==> src/shared/lcr_pkg.sv <==
// Constants and types for the link conditioner configuration bank.
// Assumes a byte-wide register port fed by the serial host engine.
package lcr_pkg;

  // Register offsets
  localparam logic [7:0] ADDR_RX_MODE = 8'h0A;
  localparam logic [7:0] ADDR_DRIVER  = 8'h0B;
  localparam logic [7:0] ADDR_SWING   = 8'h0C;
  localparam logic [7:0] ADDR_EQ_LEV  = 8'h0D;

  // Field positions, receiver and mode control
  localparam int PLACE_BIT  = 7;
  localparam int HPBLK_BIT  = 6;
  localparam int ADAPT_BIT  = 5;
  localparam int EQEN_BIT   = 4;
  localparam int RSVA_BIT   = 3;
  localparam int APPLY_BIT  = 2;
  localparam int MODE_LSB   = 0;
  // Field positions, output driver control
  localparam int SLEW_LSB   = 6;
  localparam int PROTO_BIT  = 5;
  localparam int TERM_LSB   = 3;
  // Field positions, swing and de-emphasis
  localparam int DSWING_LSB = 5;
  localparam int CSWING_LSB = 2;
  localparam int DEEMPH_LSB = 0;
  // Field positions, fixed equalizer levels
  localparam int RSVD_HI_LSB = 6;
  localparam int DEQ_LSB     = 3;
  localparam int CEQ_LSB     = 1;
  localparam int RSVD_LO_BIT = 0;

  // Reset values
  localparam logic       RST_PLACE  = 1'h0;
  localparam logic       RST_HPBLK  = 1'h0;
  localparam logic       RST_ADAPT  = 1'h1;
  localparam logic       RST_EQEN   = 1'h1;
  localparam logic       RST_RSV    = 1'h0;
  localparam logic [1:0] RST_MODE   = 2'h1;
  localparam logic [1:0] RST_SLEW   = 2'h0;
  localparam logic       RST_PROTO  = 1'h0;
  localparam logic [1:0] RST_TERM   = 2'h0;
  localparam logic [2:0] RST_SWING  = 3'h0;
  localparam logic [1:0] RST_DEEMPH = 2'h0;
  localparam logic [2:0] RST_DEQ    = 3'h0;
  localparam logic [1:0] RST_CEQ    = 2'h0;

  // Redriver / retimer function modes
  typedef enum logic [1:0] {
    MODE_REDRIVER = 2'h0,
    MODE_AUTO     = 2'h1,
    MODE_RSVD     = 2'h2,
    MODE_RETIMER  = 2'h3
  } lcr_func_mode_e;

  // Lane settings that pass through the staging stage
  typedef struct packed {
    logic [1:0] slew;
    logic [1:0] term;
    logic [1:0] deemph;
    logic       eqEn;
    logic       eqAdapt;
    logic [2:0] dataSwing;
    logic [2:0] clkSwing;
    logic [2:0] dataEq;
    logic [1:0] clkEq;
  } lcr_lane_cfg_s;

  localparam lcr_lane_cfg_s LANE_RST = '{
    slew: RST_SLEW, term: RST_TERM, deemph: RST_DEEMPH,
    eqEn: RST_EQEN, eqAdapt: RST_ADAPT, dataSwing: RST_SWING,
    clkSwing: RST_SWING, dataEq: RST_DEQ, clkEq: RST_CEQ};

  // One register access from the host engine
  typedef struct packed {
    logic       wrEn;
    logic       rdEn;
    logic [7:0] addr;
    logic [7:0] wrData;
  } lcr_reg_req_s;

endpackage : lcr_pkg

==> src/design/lcr_config_regs.sv <==
// Configuration register bank of a video link retimer: receiver and mode
// control, output driver control, swing and de-emphasis, fixed EQ levels.
// Assumes a byte register port driven by the serial host engine, all
// inputs synchronous to clk, and lane circuitry outside this block.
//
// Summary of operation
// - Placement bit picks source or sink EQ centre
// - Gate bit blocks sink-to-source hot-plug forwarding
// - Adapt bit fixed/adaptive; writes ignored in strap mode
// - Equalizer enable bit turns receive equalizer on
// - Lane fields staged until apply bit written
// - Settings apply directly when output, hot-plug, power idle
// - Function mode selects redriver, auto or retimer
// - Slew field fastest to slowest; strap blocks writes
// - Protocol bit picks output format; strap blocks writes
// - Termination field none or 150-300 ohm
// - Data swing field raises or lowers swing
// - Clock swing same coding, overrides rate default
// - De-emphasis field none or 2 dB
// - Data lane fixed EQ eight levels
// - Clock lane fixed EQ three levels
// - Reserved read-only bits read zero, ignore writes
`timescale 1ns/1ns
module lcr_config_regs (
  input  logic                  clk,
  input  logic                  srst,
  // Register port from the serial host engine
  input  lcr_pkg::lcr_reg_req_s regReq,
  output logic [7:0]            regRdData,
  output logic                  regRdValid,
  // Device pins and neighbouring state
  input  logic                  strapCfgSel,
  input  logic                  outputEnable,
  input  logic                  sinkHotplugIn,
  input  logic                  hostPowerDown,
  output logic                  sourceHotplugOut,
  // Settings toward the lane circuitry
  output logic                  sinkPlacement,
  output lcr_pkg::lcr_func_mode_e functionMode,
  output logic                  outputProtocolAlt,
  output lcr_pkg::lcr_lane_cfg_s laneCfg
);

  // Registered state, plus the combinational next staged word
  lcr_pkg::lcr_lane_cfg_s stagedCfg_r;
  lcr_pkg::lcr_lane_cfg_s stagedCfg_nxt;
  logic                   placement_r;
  logic                   hpBlock_r;
  logic                   rsvRxMode_r;
  logic [1:0]             mode_r;
  logic                   proto_r;
  logic [1:0]             rsvEqHi_r;
  logic                   rsvEqLo_r;
  logic [7:0]             rdData_r;
  logic                   rdValid_r;

  // Decoded accesses
  logic [7:0] wd;
  logic       wrRxMode;
  logic       wrDriver;
  logic       wrSwing;
  logic       wrEqLev;
  logic       hostOwnsStrap;
  logic       applyReq;
  logic       directLoad;
  logic       laneLoad;

  // Next values of staged fields
  logic [1:0] slewNxt;
  logic [1:0] termNxt;
  logic [1:0] deemphNxt;
  logic       eqEnNxt;
  logic       adaptNxt;
  logic [2:0] dSwingNxt;
  logic [2:0] cSwingNxt;
  logic [2:0] dEqNxt;
  logic [1:0] cEqNxt;

  // Read-back words
  logic [7:0] rdRxMode;
  logic [7:0] rdDriver;
  logic [7:0] rdSwing;
  logic [7:0] rdEqLev;
  logic [7:0] rdMux;

  // Address decode of write requests
  assign wd       = regReq.wrData;
  assign wrRxMode = regReq.wrEn && (regReq.addr == lcr_pkg::ADDR_RX_MODE);
  assign wrDriver = regReq.wrEn && (regReq.addr == lcr_pkg::ADDR_DRIVER);
  assign wrSwing  = regReq.wrEn && (regReq.addr == lcr_pkg::ADDR_SWING);
  assign wrEqLev  = regReq.wrEn && (regReq.addr == lcr_pkg::ADDR_EQ_LEV);
  assign hostOwnsStrap = strapCfgSel;  // 0 means pins own the fields

  // Staged field updates, strap-owned fields locked in pin mode
  assign adaptNxt  = (wrRxMode && hostOwnsStrap) ?
                     wd[lcr_pkg::ADAPT_BIT] : stagedCfg_r.eqAdapt;
  assign eqEnNxt   = wrRxMode ?
                     wd[lcr_pkg::EQEN_BIT] : stagedCfg_r.eqEn;
  assign slewNxt   = (wrDriver && hostOwnsStrap) ?
                     wd[lcr_pkg::SLEW_LSB +: 2] : stagedCfg_r.slew;
  assign termNxt   = wrDriver ?
                     wd[lcr_pkg::TERM_LSB +: 2] : stagedCfg_r.term;
  assign dSwingNxt = wrSwing ?
                     wd[lcr_pkg::DSWING_LSB +: 3] :
                     stagedCfg_r.dataSwing;
  assign cSwingNxt = wrSwing ?
                     wd[lcr_pkg::CSWING_LSB +: 3] :
                     stagedCfg_r.clkSwing;
  assign deemphNxt = wrSwing ?
                     wd[lcr_pkg::DEEMPH_LSB +: 2] :
                     stagedCfg_r.deemph;
  assign dEqNxt    = wrEqLev ?
                     wd[lcr_pkg::DEQ_LSB +: 3] : stagedCfg_r.dataEq;
  assign cEqNxt    = wrEqLev ?
                     wd[lcr_pkg::CEQ_LSB +: 2] : stagedCfg_r.clkEq;

  // Gather staged fields into one word
  assign stagedCfg_nxt = '{
    slew: slewNxt, term: termNxt, deemph: deemphNxt,
    eqEn: eqEnNxt, eqAdapt: adaptNxt, dataSwing: dSwingNxt,
    clkSwing: cSwingNxt, dataEq: dEqNxt, clkEq: cEqNxt};

  // Lane transfer: apply pulse, or idle link takes settings directly
  assign applyReq   = wrRxMode && wd[lcr_pkg::APPLY_BIT];
  assign directLoad = !outputEnable || !sinkHotplugIn
                      || hostPowerDown;
  assign laneLoad   = applyReq || directLoad;

  // Staging stage holds host writes
  always_ff @(posedge clk) begin
    if (srst) begin
      stagedCfg_r <= lcr_pkg::LANE_RST;
    end else begin
      stagedCfg_r <= stagedCfg_nxt;
    end
  end

  // Immediate fields of the receiver and mode register
  always_ff @(posedge clk) begin
    if (srst) begin
      placement_r <= lcr_pkg::RST_PLACE;
      hpBlock_r   <= lcr_pkg::RST_HPBLK;
      rsvRxMode_r <= lcr_pkg::RST_RSV;
      mode_r      <= lcr_pkg::RST_MODE;
    end else if (wrRxMode) begin
      placement_r <= wd[lcr_pkg::PLACE_BIT];
      hpBlock_r   <= wd[lcr_pkg::HPBLK_BIT];
      rsvRxMode_r <= wd[lcr_pkg::RSVA_BIT];
      mode_r      <= wd[lcr_pkg::MODE_LSB +: 2];
    end
  end

  // Output protocol select, locked while pins own it
  always_ff @(posedge clk) begin
    if (srst) begin
      proto_r <= lcr_pkg::RST_PROTO;
    end else if (wrDriver && hostOwnsStrap) begin
      proto_r <= wd[lcr_pkg::PROTO_BIT];
    end
  end

  // Writable spare bits of the equalizer level register
  always_ff @(posedge clk) begin
    if (srst) begin
      rsvEqHi_r <= {2{lcr_pkg::RST_RSV}};
      rsvEqLo_r <= lcr_pkg::RST_RSV;
    end else if (wrEqLev) begin
      rsvEqHi_r <= wd[lcr_pkg::RSVD_HI_LSB +: 2];
      rsvEqLo_r <= wd[lcr_pkg::RSVD_LO_BIT];
    end
  end

  // Active lane settings, swapped as one word
  lcr_shadow_reg #(
    .W   ($bits(lcr_pkg::lcr_lane_cfg_s)),
    .RST (lcr_pkg::LANE_RST)
  ) u_shadow (
    .clk  (clk),
    .srst (srst),
    .load (laneLoad),
    .d    (stagedCfg_nxt),
    .q    (laneCfg)
  );

  // Hot-plug forwarding path
  lcr_hotplug_gate u_hpd (
    .clk              (clk),
    .srst             (srst),
    .sinkHotplugIn    (sinkHotplugIn),
    .forwardBlock     (hpBlock_r),
    .sourceHotplugOut (sourceHotplugOut)
  );

  // Read-back words; apply and read-only spares show zero
  assign rdRxMode = {placement_r, hpBlock_r, stagedCfg_r.eqAdapt,
                     stagedCfg_r.eqEn, rsvRxMode_r, 1'b0,
                     mode_r};
  assign rdDriver = {stagedCfg_r.slew, proto_r, stagedCfg_r.term,
                     3'h0};
  assign rdSwing  = {stagedCfg_r.dataSwing, stagedCfg_r.clkSwing,
                     stagedCfg_r.deemph};
  assign rdEqLev  = {rsvEqHi_r, stagedCfg_r.dataEq, stagedCfg_r.clkEq,
                     rsvEqLo_r};

  // Read select; unmapped offsets read zero
  assign rdMux =
    (regReq.addr == lcr_pkg::ADDR_RX_MODE) ? rdRxMode :
    (regReq.addr == lcr_pkg::ADDR_DRIVER)  ? rdDriver :
    (regReq.addr == lcr_pkg::ADDR_SWING)   ? rdSwing  :
    (regReq.addr == lcr_pkg::ADDR_EQ_LEV)  ? rdEqLev  : 8'h00;

  // Registered read data, one cycle after the request
  always_ff @(posedge clk) begin
    if (srst) begin
      rdData_r  <= 8'h00;
      rdValid_r <= 1'b0;
    end else begin
      rdValid_r <= regReq.rdEn;
      if (regReq.rdEn) begin
        rdData_r <= rdMux;
      end
    end
  end

  // Outputs
  assign regRdData         = rdData_r;
  assign regRdValid        = rdValid_r;
  assign sinkPlacement     = placement_r;
  assign functionMode      = lcr_pkg::lcr_func_mode_e'(mode_r);
  assign outputProtocolAlt = proto_r;
endmodule : lcr_config_regs

==> src/design/lcr_hotplug_gate.sv <==
// Registered forwarding of the sink hot-plug level to the source side.
// Assumes sinkHotplugIn is already synchronous to clk.
`timescale 1ns/1ns
module lcr_hotplug_gate (
  input  logic clk,
  input  logic srst,
  input  logic sinkHotplugIn,
  input  logic forwardBlock,
  output logic sourceHotplugOut
);

  // Pass the level through unless forwarding is blocked
  always_ff @(posedge clk) begin
    if (srst) begin
      sourceHotplugOut <= 1'b0;
    end else begin
      sourceHotplugOut <= sinkHotplugIn && !forwardBlock;
    end
  end
endmodule : lcr_hotplug_gate

==> src/design/lcr_shadow_reg.sv <==
// Active copy of staged lane settings, loaded whole in one edge.
// Assumes load and d are synchronous to clk.
`timescale 1ns/1ns
module lcr_shadow_reg #(
  parameter int             W   = 19,
  parameter logic [W-1:0]   RST = '0
) (
  input  logic         clk,
  input  logic         srst,
  input  logic         load,
  input  logic [W-1:0] d,
  output logic [W-1:0] q
);

  // Whole-word load, never a mix of old and new fields
  always_ff @(posedge clk) begin
    if (srst) begin
      q <= RST;
    end else if (load) begin
      q <= d;
    end
  end
endmodule : lcr_shadow_reg

==> config.mk <==
export PLATFORM = sky130hd
export DESIGN_NAME = lcr_config_regs
export DESIGN_NICKNAME = d
export VERILOG_FILES = /design/src/shared/lcr_pkg.sv /design/src/design/lcr_config_regs.sv /design/src/design/lcr_hotplug_gate.sv /design/src/design/lcr_shadow_reg.sv
export SDC_FILE = /design/constraint.sdc
export NUM_CORES = 1
export LEC_CHECK = 0
export BUFFER_PORTS_ARGS = -buffer_cell sky130_fd_sc_hd__buf_2
export CAP_MARGIN = 40
export CELL_PAD_IN_SITES_DETAIL_PLACEMENT = 0
export CELL_PAD_IN_SITES_GLOBAL_PLACEMENT = 1
export CORE_ASPECT_RATIO = 1.1
export CORE_MARGIN = 2
export CORE_UTILIZATION = 43
export DETAILED_ROUTE_END_ITERATION = 10
export PLACE_DENSITY_LB_ADDON = 0.1
export SETUP_SLACK_MARGIN = 0.5
export SLEW_MARGIN = 20
export SYNTH_ARGS = -nofsm -noshare
export SYNTH_HDL_FRONTEND = slang
export SYNTH_SLANG_ARGS = --single-unit
==> constraint.sdc <==
create_clock -name clk -period 2.8 [get_ports clk]
set_input_delay 0.28 -clock clk [delete_from_list [all_inputs] [get_ports clk]]
set_output_delay 0.28 -clock clk [all_outputs]
set_load 0.03 [all_outputs]
==> results of run 1 <==
[per-stage QoR]
stage,setup slack [ns],hold slack [ns]
finish,0.9069,0.1964
global route,0.7875,0.2041
CTS,0.9302,0.1831
detailed placement,0.5857,0.4453
global placement,0.5799,0.4399
floorplan,1.225,0.4051
[synthesized netlist by cell type, drive strengths merged, types with 2 or more instances]
cell type	instances
mux2i	37
and4	2
nand3b	2
a21oi	6
nor3	20
and2	2
buf	11
and3b	2
and3	2
nand3	3
o21ai	5
nand4	5
or2	2
a31o	2
a211oi	17
dfxtp	57
nor2	27
nand2	10
inv	5
nor2b	2
clkbuf	10
nor4	4
[cell type report]
type | instances | area (um^2) | area share (%)
Inverter | 5 | 18.77 | 0.6474
Timing Repair Buffer | 60 | 310.3 | 10.70
Clock buffer | 13 | 158.9 | 5.481
Tap cell | 75 | 93.84 | 3.237
Clock inverter | 3 | 15.01 | 0.5179
Multi-Input combinational cell | 164 | 1161 | 40.05
Sequential cell | 57 | 1141 | 39.36
[state kept, by name, summed over array words and instances (netlist names), 2 cells and up]
register / cells
rdRxMode: 2
rdSwing: 8
rsvEqHi_r: 2
functionMode: 2
rdDriver: 4
rdEqLev: 5
regRdData: 8
u_shadow.q: 19
[worst register-to-register path, stage by stage (launching register included)]
cell and delay [ns]:
sky130_fd_sc_hd__dfxtp_1 0.34, sky130_fd_sc_hd__a22oi_1 0.16, sky130_fd_sc_hd__o21ai_0 0.11, sky130_fd_sc_hd__a31o_2 0.27
[logic make-up (layout without fill, tap and decap cells)]
| family | Yosys count | count (layout) | synth area share (%) |
|---|---|---|---|
| buffers and inverters | 26 | 81 | 6.026 |
| DFF | 57 | 57 | 46.58 |
| AOI/OAI and AO/OA | 40 | 40 | 12.62 |
| and+or+nand+nor | 87 | 87 | 19.66 |
| muxes | 37 | 37 | 15.12 |
[placed cells by master (no fill, tap or decap), types with 2 or more instances in the layout]
cell                       Yosys  final
sky130_fd_sc_hd__buf_2         4     56
sky130_fd_sc_hd__a211oi_1     12     12
sky130_fd_sc_hd__dfxtp_1      57     57
sky130_fd_sc_hd__mux2i_1      37     37
sky130_fd_sc_hd__and3_1        2      2
sky130_fd_sc_hd__a31o_2        2      2
sky130_fd_sc_hd__inv_1         5      5
sky130_fd_sc_hd__clkbuf_8      0     11
sky130_fd_sc_hd__and2_1        2      2
sky130_fd_sc_hd__nand3b_1      2      2
sky130_fd_sc_hd__nor3_1       18     18
sky130_fd_sc_hd__buf_4         2      4
sky130_fd_sc_hd__clkbuf_1     10      2
sky130_fd_sc_hd__a211oi_2      5      5
sky130_fd_sc_hd__nand2_1      10     10
sky130_fd_sc_hd__nor2b_1       2      2
sky130_fd_sc_hd__clkinv_2      0      3
sky130_fd_sc_hd__nor2_1       27     27
sky130_fd_sc_hd__nand3_1       2      2
sky130_fd_sc_hd__nand4_1       5      5
sky130_fd_sc_hd__a21oi_1       6      6
sky130_fd_sc_hd__o21ai_0       5      5
sky130_fd_sc_hd__nor4_1        3      3
sky130_fd_sc_hd__and3b_1       2      2
[per-layer routing]
| layer | vias up | track usage (%) | wire length (um) |
|---|---|---|---|
| li1 | 989 | - | - |
| met3 | 10 | 4.891 | 308 |
| met4 | 0 | 8.926 | 120 |
| met2 | 55 | 28.17 | 2435 |
| met1 | 913 | 28.34 | 2976 |
| met5 | - | 0 | 0 |
[power by group]
| part | switching, W | internal (W) | total, W |
|---|---|---|---|
| registers | 0.00000378 | 0.000820 | 0.000823 |
| logic | 0.0000812 | 0.0000393 | 0.000121 |
| clock network | 0.000318 | 0.000365 | 0.000684 |
[worst max-delay path by stage]
stage / to / slack (ns) / cells past startpoint
global placement: u_shadow.q[8] / 0.58 / 6
finish: u_shadow.q[8] / 0.91 / 6
CTS: u_shadow.q[15] / 0.93 / 6
floorplan: u_shadow.q[18] / 1.23 / 4
global route: u_shadow.q[15] / 0.79 / 6
detailed placement: u_shadow.q[5] / 0.59 / 6
==> metrics.log, run 1 <==
INFO  metric io_buffers = 56
INFO  metric numCtsBuffers = 9
INFO  metric synthFlopType = sky130_fd_sc_hd__dfxtp_1
INFO  metric crit_start = regReq[15]
INFO  metric timing.critical_path.buf_inv = 2
INFO  metric critical_path.reg2reg.endpoint = regRdData[1]
INFO  metric critPathTopFamily = simple AND/OR/NAND/NOR gates
INFO  metric netlist.area_leader.share = 46.58%
INFO  metric slowest_stage = sky130_fd_sc_hd__nor4_4
INFO  metric clock_tree.buffer_depth = 2
INFO  metric post-route-period-util = 67.61%
INFO  metric critical_path.max_fanout = 21
INFO  metric antenna_cells_inserted = 0
INFO  metric max_cap_violations = 0
INFO  metric clock-sinks = between 50 and 60
INFO  metric postLayoutCellArea = around 2900 um^2
INFO  metric synth_edf_count = 0
INFO  metric tns = 0 ns
INFO  metric numPlacedInstances = ~360
INFO  metric dpl.hpwl = 4023 um
INFO  metric wl_per_cell = 15.49 um
INFO  metric postSynthCellCount = roughly 250
INFO  metric post_cts.resized_instances = 0
INFO  metric dpl_cell_area = 2725 um^2
INFO  metric totalPowerFinal = 0.001628 W
INFO  metric number_of_buffers_inserted_by_hold_repair_at_cts = 0
INFO  metric combined_global_route_utilization_of_all_metal_layers = 19.84%
INFO  metric timing.critical_path.from_type = input port
INFO  metric worst_hold_path_type = input port to register
INFO  metric final_util = a little over half
INFO  metric seq_area_frac_synth = 46.58%
INFO  metric r2r-start = functionMode[1]
INFO  metric clock_tree_from_tritoncts = yes
INFO  metric timing.final.setup_violations = 0
INFO  metric clock_latency = 0.34 ns
INFO  metric critPathCaptureType = register
INFO  metric ant_nets = 0
INFO  metric die_area = approximately 6300 um^2
INFO  metric viasPerCell = between 5 and 6
INFO  metric floorplan.die.width = 75.97 um
INFO  metric yosys-top-cells-area = sky130_fd_sc_hd__dfxtp_1 47%, sky130_fd_sc_hd__mux2i_1 15%, sky130_fd_sc_hd__nor2_1 4.1%
INFO  metric detailedRoute.firstPassIterationCount = 4
INFO  metric routed_wl = 5840 um
INFO  metric min_from = regReq[0]
INFO  metric fillers = between 500 and 600
INFO  metric std_cell_rows = 28
INFO  metric detail_route.drc_violations = 0
INFO  metric finalNonFillerCells = 377
INFO  metric maximum_number_of_pins_on_one_net_before_global_route_repair = 28
INFO  metric worst-endpoint-required = 3.01 ns
INFO  metric syn-cell-area = ~2400 um^2
INFO  metric ios = 57
INFO  metric post-synth-top-area-cell = sky130_fd_sc_hd__dfxtp_1
INFO  metric area_growth_syn_to_layout = 18.34%
INFO  metric timing_worst_setup_path_type = input port to register
INFO  metric synth_cell_types = 45
INFO  metric timing.critical_path.cells = buf_2, nor4_4, and4_4, or2_1, buf_4, a211oi_1
INFO  metric number_of_h_tree_branching_levels = 3
INFO  metric crit_arrival = about 2.1 ns
INFO  metric timing.final.crit_period = 1.893 ns
INFO  metric yosysWarnings = 0
INFO  metric syn_nets = 271
INFO  metric start_util = 45.12%
INFO  metric run_status = complete, no violations
INFO  metric antenna_found_initial = 0
INFO  metric slowest_delay = 0.52 ns
INFO  metric die_h = 83.17 um
INFO  metric worst_setup_hold_path_clk_slew = 0.07 ns
INFO  metric floorplan.core_area = 5430 um^2
INFO  metric endpoint_of_the_worst_hold_path = functionMode[0]
INFO  metric gp_routability_congestion = between 0.7 and 0.8
INFO  metric fmax = 528.2 MHz
INFO  metric finish.net_count = 321
INFO  metric reg2regPathDepth = 3
INFO  metric hold_viol_final = 0
INFO  metric grt-ovfl-total = 0
INFO  metric clock_tree.root_cell = sky130_fd_sc_hd__clkbuf_8
INFO  metric rsz0062_at_grt = false
INFO  metric worstHoldPathCells = 3
INFO  metric postCtsSetupRepairBufs = 0
INFO  metric timing.max_slew.rel_slack = 61.96%
INFO  metric reg2reg_slack = 1.81 ns
INFO  metric power_per_cell_area = 561.4 nW/um^2
INFO  metric worst_voltage_drop_across_the_vdd_grid = 0.3430 mV
INFO  metric grt_first_pass_wirelength = a little under 10,000 um
INFO  metric drt_iter0_markers = 153
INFO  metric max_slew.worst_pin.slew = 0.5706 ns
INFO  metric leakagePower = 1.201 nW
INFO  metric vias = 1,967
INFO  metric post_route_cells_drive_above_1_share = 29.47%
INFO  metric synthArstFlopShare = 0%
INFO  metric number_of_global_route_vias_before_repair = 1,927
INFO  metric fin_skew = 0.006754 ns
INFO  metric syn_avg_cell_area = 9.918 um^2
INFO  metric ys_ff_latch = 57
INFO  metric final-max-slew-violation-count = 0
Power figures use the tool's default switching activity.
==> run 2: changes to the inputs <==
--- a/config.mk
+++ b/config.mk
@@ -11,7 +11,7 @@
 export CELL_PAD_IN_SITES_GLOBAL_PLACEMENT = 1
 export CORE_ASPECT_RATIO = 1.1
 export CORE_MARGIN = 2
-export CORE_UTILIZATION = 43
+export CORE_UTILIZATION = 36
 export DETAILED_ROUTE_END_ITERATION = 10
 export PLACE_DENSITY_LB_ADDON = 0.1
 export SETUP_SLACK_MARGIN = 0.5
==> constraint.sdc (replaced) <==
create_clock -name clk -period 1.74 [get_ports clk]
set_input_delay 0.174 -clock clk [delete_from_list [all_inputs] [get_ports clk]]
set_output_delay 0.174 -clock clk [all_outputs]
set_load 0.03 [all_outputs]
==> run 2 against run 1 <==
Clock power is 84% higher; register-to-register slack worse by 1.0 ns; global-route usage is 0.95 points lower; via count is 5.2% higher; worst setup slack worse by 0.43 ns; total power is 74% higher; clock skew is 0.0021 ns lower; final cell count is 7.7% higher; sequential power is 62% higher; core utilization is 1.4 points lower; die area is 18% higher.
==> metrics.log, run 2 (synthesis results as in run 1) <==
INFO  metric run_status = complete, no violations
INFO  metric die_h = 90.52 um
INFO  metric postLayoutCellArea = 3431 um^2
INFO  metric number_of_h_tree_branching_levels = 3
INFO  metric detailedRoute.firstPassIterationCount = 4
INFO  metric finalNonFillerCells = roughly 410
INFO  metric fin_skew = ~0.0047 ns
INFO  metric rsz0062_at_grt = true
INFO  metric dpl_cell_area = 2904 um^2
INFO  metric power.share.switching = 24.44%
INFO  metric critical_path.max_fanout = 3
INFO  metric hold_viol_final = 0
INFO  metric antenna_found_initial = 0
INFO  metric die_area = 7482 um^2
INFO  metric wl_per_cell = 16.71 um
INFO  metric timing_worst_setup_path_type = input port to register
INFO  metric largest_register_ffs = 19
INFO  metric detail_route.drc_violations = 0
INFO  metric ios = 57
INFO  metric reg2reg_slack = 0.79 ns
INFO  metric max_cap_violations = 0
INFO  metric final-max-slew-violation-count = 0
INFO  metric hold_ws = 0.1169 ns
INFO  metric timing.final.crit_period = 1.259 ns
INFO  metric min_from = sinkHotplugIn
INFO  metric tns = 0 ns
INFO  metric routed_wl = just under 7000 um
INFO  metric power_per_cell_area = roughly 820 nW/um^2
INFO  metric io_buffers = 56
INFO  metric fillers = 670
INFO  metric clock-sinks = 57
INFO  metric register_area = between 1000 and 1500 um^2
INFO  metric number_of_global_route_vias_before_repair = a little under 2,000
INFO  metric critPathCaptureType = register
INFO  metric timing.critical_path.buf_inv = 1
INFO  metric timing.critical_path.from_type = input port
INFO  metric endpoint_of_the_worst_hold_path = u_hpd.sourceHotplugOut
INFO  metric viasPerCell = 5.099
INFO  metric multi_input_comb_area = approximately 1400 um^2
INFO  metric clock_tree.buffer_depth = 2
INFO  metric largest_register = u_shadow.q
INFO  metric internal_power = 0.002136 W
INFO  metric leakagePower = ~1.4 nW
INFO  metric most-common-layout-cells = 57 x sky130_fd_sc_hd__dfxtp_1, 54 x sky130_fd_sc_hd__buf_2, 27 x sky130_fd_sc_hd__nor2_1, 22 x sky130_fd_sc_hd__mux2i_1
INFO  metric area_growth_syn_to_layout = 40.04%
INFO  metric combinationalPowerShare = 8.7%
INFO  metric worstHoldPathCells = 2
INFO  metric floorplan.core_area = 6594 um^2
INFO  metric ant_nets = 0
INFO  metric numPlacedInstances = approximately 380
INFO  metric clock_latency = approximately 0.34 ns
INFO  metric drt_iter0_markers = 61
INFO  metric slowest_delay = 0.58 ns
INFO  metric r2r-start = rdSwing[1]
INFO  metric reg2regPathDepth = 3
INFO  metric timing.final.setup_violations = 0
INFO  metric pwr-share-seq = 46.9%
INFO  metric clock_tree.root_cell = sky130_fd_sc_hd__clkbuf_8
INFO  metric worst-endpoint-required = about 2 ns
INFO  metric grt-ovfl-total = 0
INFO  metric start_util = 37.15%
INFO  metric slowest_stage = sky130_fd_sc_hd__or4_4
INFO  metric maximum_number_of_pins_on_one_net_before_global_route_repair = 37
INFO  metric dpl.hpwl = 4710 um
INFO  metric vias = 2,070
INFO  metric crit_arrival = 1.48 ns
INFO  metric max_slew.worst_pin.slew = 0.3841 ns
INFO  metric finish.net_count = approximately 340
INFO  metric grt_first_pass_wirelength = 10,320 um
INFO  metric power.clock.fraction = between 40 and 50%
INFO  metric combined_global_route_utilization_of_all_metal_layers = 18.89%
INFO  metric floorplan.die.width = between 80 and 90 um
INFO  metric clock_tree_from_tritoncts = yes
INFO  metric fmax = around 790 MHz
INFO  metric post-route-period-util = 72.35%
INFO  metric critPathTopFamily = simple AND/OR/NAND/NOR gates
INFO  metric mostFrequentLayoutCell = sky130_fd_sc_hd__dfxtp_1
INFO  metric power_switching = 0.0006911 W
INFO  metric critical_path.reg2reg.endpoint = regRdData[1]
INFO  metric timing.max_slew.rel_slack = 74.40%
INFO  metric numCtsBuffers = 9
INFO  metric worst_setup_hold_path_clk_slew = 0.06 ns
INFO  metric timing.critical_path.cells = buf_8, or4_4, nor3_4, mux2i_1, a211oi_2
INFO  metric worst_voltage_drop_across_the_vdd_grid = around 0.44 mV
INFO  metric worst_hold_path_type = input port to register
INFO  metric post_route_cells_drive_above_1_share = 43.52%
INFO  metric std_cell_rows = 31
INFO  metric antenna_cells_inserted = 0
INFO  metric totalPowerFinal = 0.002827 W
INFO  metric gp_routability_congestion = 0.7830
-- run 2: cell types whose count changed in the layout (fill, tap and decap cells not counted), sizes merged --
cell / change
clkbuf: -1
bufinv: +1
clkinv: -1
buf: +23
-- run 2: worst max path at each step --
stage	from	to	slack (ns)	cells past startpoint
after CTS	regReq[12]	u_shadow.q[17]	0.45	5
after floorplan	regReq[12]	u_shadow.q[1]	0.28	5
final	regReq[12]	u_shadow.q[16]	0.48	5
after detailed placement	regReq[15]	u_shadow.q[18]	0.09	5
after global routing	regReq[12]	u_shadow.q[2]	0.41	6
after global placement	regReq[12]	u_shadow.q[9]	0.1	6
-- run 2: worst register-to-register path, stage by stage (launching register included) --
cell	delay, ns
sky130_fd_sc_hd__dfxtp_1	0.34
sky130_fd_sc_hd__a22oi_1	0.15
sky130_fd_sc_hd__o21ai_0	0.10
sky130_fd_sc_hd__a31o_2	0.25
-- run 2: through the flow --
step,utilization [%],worst slack (ns)
after floorplan,-,0.2850
after global placement,44.04,0.09768
after detailed placement,44.04,0.09067
after CTS,48.14,0.4459
after global routing,52.03,0.4097
final,52.03,0.4811
-- run 2: cell type report --
| class | count | area share (%) |
|---|---|---|
| clock inverters | 3 | 1.167 |
| well taps | 82 | 2.991 |
| flip-flops and latches | 57 | 33.26 |
| clock buffers | 12 | 4.522 |
| repair buffers | 83 | 16.37 |
| inverters | 5 | 0.5470 |
| multi-input cells | 164 | 41.14 |
-- run 2: timing repair --
action                                  4_1_cts  5_1_grt
cloned                                        0        1
hold buffers                                  0        0
endpoints found under the setup margin       16       44
gates resized for setup                      11       43
buffers inserted                              3        4
pin swaps                                     4       12
-- run 2: routing by layer --
metal | share of wire, % | wire, um | GRT usage (%)
met1 | 50 | 3380 | 28.03
met4 | 1.6 | 109 | 6.967
met2 | 44 | 2954 | 25.67
met5 | 0 | 0 | 0
met3 | 5.0 | 339 | 5.400
-- run 2: power groups by stage --
stage               Combinational [W]  Clock [W]  Sequential (W)
floorplan                    0.000102          0         0.00138
global placement             0.000218          0         0.00136
detailed placement           0.000217          0         0.00136
CTS                          0.000226    0.00128         0.00133
global route                 0.000264    0.00135         0.00133
finish                       0.000246    0.00126         0.00133
==> run 3: changes to the inputs <==
--- a/config.mk
+++ b/config.mk
@@ -5,13 +5,14 @@
 export SDC_FILE = /design/constraint.sdc
 export NUM_CORES = 1
 export LEC_CHECK = 0
+export ABC_AREA = 1
 export BUFFER_PORTS_ARGS = -buffer_cell sky130_fd_sc_hd__buf_2
 export CAP_MARGIN = 40
 export CELL_PAD_IN_SITES_DETAIL_PLACEMENT = 0
 export CELL_PAD_IN_SITES_GLOBAL_PLACEMENT = 1
 export CORE_ASPECT_RATIO = 1.1
 export CORE_MARGIN = 2
-export CORE_UTILIZATION = 36
+export CORE_UTILIZATION = 34
 export DETAILED_ROUTE_END_ITERATION = 10
 export PLACE_DENSITY_LB_ADDON = 0.1
 export SETUP_SLACK_MARGIN = 0.5
==> constraint.sdc (replaced) <==
create_clock -name clk -period 1.1 [get_ports clk]
set_input_delay 0.11 -clock clk [delete_from_list [all_inputs] [get_ports clk]]
set_output_delay 0.11 -clock clk [all_outputs]
set_load 0.03 [all_outputs]
==> run 3 against run 2 <==
The run now ends with hold timing left; worst hold slack got worse by 0.12 ns; core utilization increased by 8.9 points; flip-flop and latch count unchanged; register-to-register slack got worse by 0.61 ns; critical path depth increased by 7; routed wire length increased by 27%; sequential share of layout area decreased by 7.0 points; first-iteration DRC count increased by 8.2%; total power increased by 79%.
==> metrics.log, run 3 <==
INFO  metric run_status = finished, violations left
INFO  metric violations_in_the_final_reports = hold timing
INFO  metric wl_per_cell = between 10 and 15 um
INFO  metric die_area = 8371 um^2
INFO  metric ios = 57
INFO  metric clock-sinks = between 50 and 60
INFO  metric detail_route.drc_violations = 0
INFO  metric clock_tree_from_tritoncts = yes
INFO  metric most-common-layout-cells = 62 x sky130_fd_sc_hd__nand2_1, 52 x sky130_fd_sc_hd__buf_6, 44 x sky130_fd_sc_hd__nor2_1, 36 x sky130_fd_sc_hd__dfxtp_2, 35 x sky130_fd_sc_hd__buf_4
INFO  metric timing.critical_path.from_type = input port
INFO  metric final-max-slew-violation-count = 0
INFO  metric multi_input_comb_area = about 1600 um^2
INFO  metric largest_register = u_shadow.q
INFO  metric fillers = 675
INFO  metric worst_voltage_drop_across_the_vdd_grid = 0.8556 mV
INFO  metric max_cap_violations = 0
INFO  metric timing.final.crit_period = between 0.9 and 1 ns
INFO  metric seq_area_frac_synth = a little over two fifths
INFO  metric antenna_cells_inserted = 0
INFO  metric r2r-start = rdDriver[3]
INFO  metric yosysWarnings = 0
INFO  metric max_slew.worst_pin.slew = 0.2350 ns
INFO  metric postSynthCellCount = 372
INFO  metric ant_nets = 0
INFO  metric dpl_cell_area = 3229 um^2
INFO  metric timing.final.setup_violations = 0
INFO  metric yosys-top-cells-area = sky130_fd_sc_hd__dfxtp_1 44%, sky130_fd_sc_hd__nand2_1 13%, sky130_fd_sc_hd__nor2_1 7.8%
INFO  metric final_util = around three fifths
INFO  metric critPathCaptureType = register
INFO  metric clock_tree.root_cell = sky130_fd_sc_hd__clkbuf_8
INFO  metric numCtsBuffers = 9
INFO  metric floorplan.core_area = 7432 um^2
INFO  metric ys_ff_latch = 57
INFO  metric post_route_cells_drive_above_1_share = 53.77%
INFO  metric timing.critical_path.buf_inv = 4
INFO  metric post-route-period-util = between 80% and 90%
INFO  metric synth_cell_types = 27
INFO  metric die_h = 95.76 um
INFO  metric postLayoutCellArea = 4527 um^2
INFO  metric slowest_stage = sky130_fd_sc_hd__buf_12
INFO  metric number_of_h_tree_branching_levels = 3
INFO  metric crit_arrival = 1.24 ns
INFO  metric synthMostInstantiatedCell = sky130_fd_sc_hd__nand2_1
INFO  metric timing_worst_setup_path_type = input port to register
INFO  metric syn_nets = between 300 and 400
INFO  metric synth_edf_count = 0
INFO  metric min_from = sinkHotplugIn
INFO  metric syn-cell-area = 2602 um^2
INFO  metric grt-ovfl-total = 0
INFO  metric largest_register_ffs = 19
INFO  metric worst_setup_hold_path_clk_slew = approximately 0.070 ns
INFO  metric synthFlopType = sky130_fd_sc_hd__dfxtp_1
INFO  metric area_growth_syn_to_layout = 73.94%
INFO  metric std_cell_rows = 33
INFO  metric worst-endpoint-required = 1.37 ns
INFO  metric worst_path_most_repeated_cell = sky130_fd_sc_hd__nand2_8
INFO  metric rsz0062_at_grt = true
INFO  metric power_per_cell_area = 1116 nW/um^2
INFO  metric io_buffers = 56
INFO  metric netlist.area_leader.share = 43.85%
INFO  metric maximum_number_of_pins_on_one_net_before_global_route_repair = 34
INFO  metric synthArstFlopShare = 0%
INFO  metric timing.max_slew.rel_slack = 84.28%
INFO  metric critical_path.max_fanout = 6
INFO  metric critPathTopFamily = simple AND/OR/NAND/NOR gates
INFO  metric clock_latency = 0.34 ns
INFO  metric detailedRoute.firstPassIterationCount = 4
INFO  metric gp_routability_congestion = 0.8401
INFO  metric start_util = 35.02%
INFO  metric combined_global_route_utilization_of_all_metal_layers = 22.24%
INFO  metric post-synth-top-area-cell = sky130_fd_sc_hd__dfxtp_1
INFO  metric number_of_global_route_vias_before_repair = around 2,800
INFO  metric routed_wl = 8640 um
INFO  metric floorplan.die.width = 87.42 um
INFO  metric hold_viol_final = 1
INFO  metric mostFrequentLayoutCell = sky130_fd_sc_hd__nand2_1
INFO  metric vias = 2,766
INFO  metric hold_ws = -0.005912 ns
INFO  metric antenna_found_initial = 0
INFO  metric crit_start = regReq[14]
INFO  metric drt_iter0_markers = 66
INFO  metric register_area = around 1200 um^2
INFO  metric leakagePower = ~2.1 nW
INFO  metric dpl.hpwl = between 5000 and 6000 um
INFO  metric netlist_top_cells_count = 89 x sky130_fd_sc_hd__nand2_1, 57 x sky130_fd_sc_hd__dfxtp_1, 54 x sky130_fd_sc_hd__nor2_1
INFO  metric syn_avg_cell_area = approximately 7 um^2
INFO  metric fin_skew = 0.007590 ns
INFO  metric finish.net_count = 510
INFO  metric clock_tree.buffer_depth = 2
INFO  metric timing.critical_path.cells = buf_6, nor2_4, nand2_4, inv_8, nand2_8, nor2_8, nand2_8, buf_12, nand2_8, buf_6, nor2_1, nor2_1
INFO  metric fmax = about 1000 MHz
INFO  metric viasPerCell = 4.785
INFO  metric slowest_delay = about 0.14 ns
INFO  metric worst_hold_path_type = input port to register
INFO  metric grt_first_pass_wirelength = roughly 14,000 um
-- run 3: cell types whose count changed in the layout (fill, tap and decap cells not counted), moves of 21 or more --
cell,previous run,this run
sky130_fd_sc_hd__mux2i_1,22,0
sky130_fd_sc_hd__dfxtp_1,57,20
sky130_fd_sc_hd__buf_6,5,52
sky130_fd_sc_hd__dfxtp_2,0,36
sky130_fd_sc_hd__buf_2,54,17
sky130_fd_sc_hd__nand2_2,0,21
sky130_fd_sc_hd__inv_1,5,30
sky130_fd_sc_hd__nand3_1,2,23
sky130_fd_sc_hd__nand2_1,10,62
-- run 3: cell families after synthesis --
family / after synthesis / share of synthesized area (%)
flip-flops: 57 / 43.85
buffers and inverters: 62 / 10.24
AND/OR/NAND/NOR: 201 / 35.72
AO/OA/AOI/OAI: 52 / 10.19
-- run 3: power breakdown --
group / internal (W) / switching (W)
clock: 0.00146 / 0.000879
sequential: 0.00210 / 0.0000194
combinational: 0.000258 / 0.000339
total: 0.00381 / 0.00124
-- run 3: layout make-up --
class,count,area share [%]
clock buffer,12,3.648
clock inverter,4,1.631
inverter,46,4.174
multi-input combinational,256,35.88
sequential,57,26.29
tap,87,2.405
timing repair buffer,116,25.98
-- run 3: path summary, 6_finish.rpt --
| kind | to | slack, ns | cells after the start |
|---|---|---|---|
| max | u_shadow.q[6] | 0.13 | 12 |
| max reg2reg | regRdData[3] | 0.18 | 6 |
| min | u_hpd.sourceHotplugOut | -0.006 | 3 |
| min reg2reg | regRdData[3] | 0.46 | 2 |
-- run 3: metal layers --
| layer | vias up | track usage, % | part of all wire (%) |
|---|---|---|---|
| met2 | 63 | 37.12 | 49 |
| met5 | - | 0 | 0 |
| li1 | 1401 | - | - |
| met1 | 1284 | 27.97 | 45 |
| met4 | 0 | 8.846 | 2.4 |
| met3 | 18 | 4.631 | 3.7 |
-- run 3: worst register-to-register path: stages, from the launching register on --
cell and delay (ns):
sky130_fd_sc_hd__dfxtp_2 0.35, sky130_fd_sc_hd__nand2_2 0.07, sky130_fd_sc_hd__inv_2 0.03, sky130_fd_sc_hd__nor3_2 0.15, sky130_fd_sc_hd__a21oi_2 0.08, sky130_fd_sc_hd__nand2_1 0.07
sky130_fd_sc_hd__a21oi_1 0.06
-- run 3: what timing repair did --
action / 4_1_cts / 5_1_grt
cloned: 6 / 0
setup buffers: 20 / 6
gates resized for setup: 197 / 38
endpoints found under the setup margin: 89 / 89
hold endpoints to repair: 1 / 0
pin swaps: 36 / 18
-- run 3: per-stage QoR --
| step | instances | power (W) | hold WS, ns | setup TNS [ns] | setup WS, ns |
|---|---|---|---|---|---|
| final | 578 | 0.005053 | -0.005912 | 0 | 0.1260 |
| after detailed placement | 530 | 0.002587 | 0.3590 | -7.931 | -0.2646 |
| after global placement | 530 | 0.002586 | 0.3507 | -7.613 | -0.2916 |
| after global routing | 578 | 0.005249 | 0.0003543 | 0 | 0.07324 |
| after floorplan | 372 | 0.002412 | 0.2305 | -2.994 | -0.1905 |
| after CTS | 572 | 0.005087 | -0.01652 | 0 | 0.1338 |
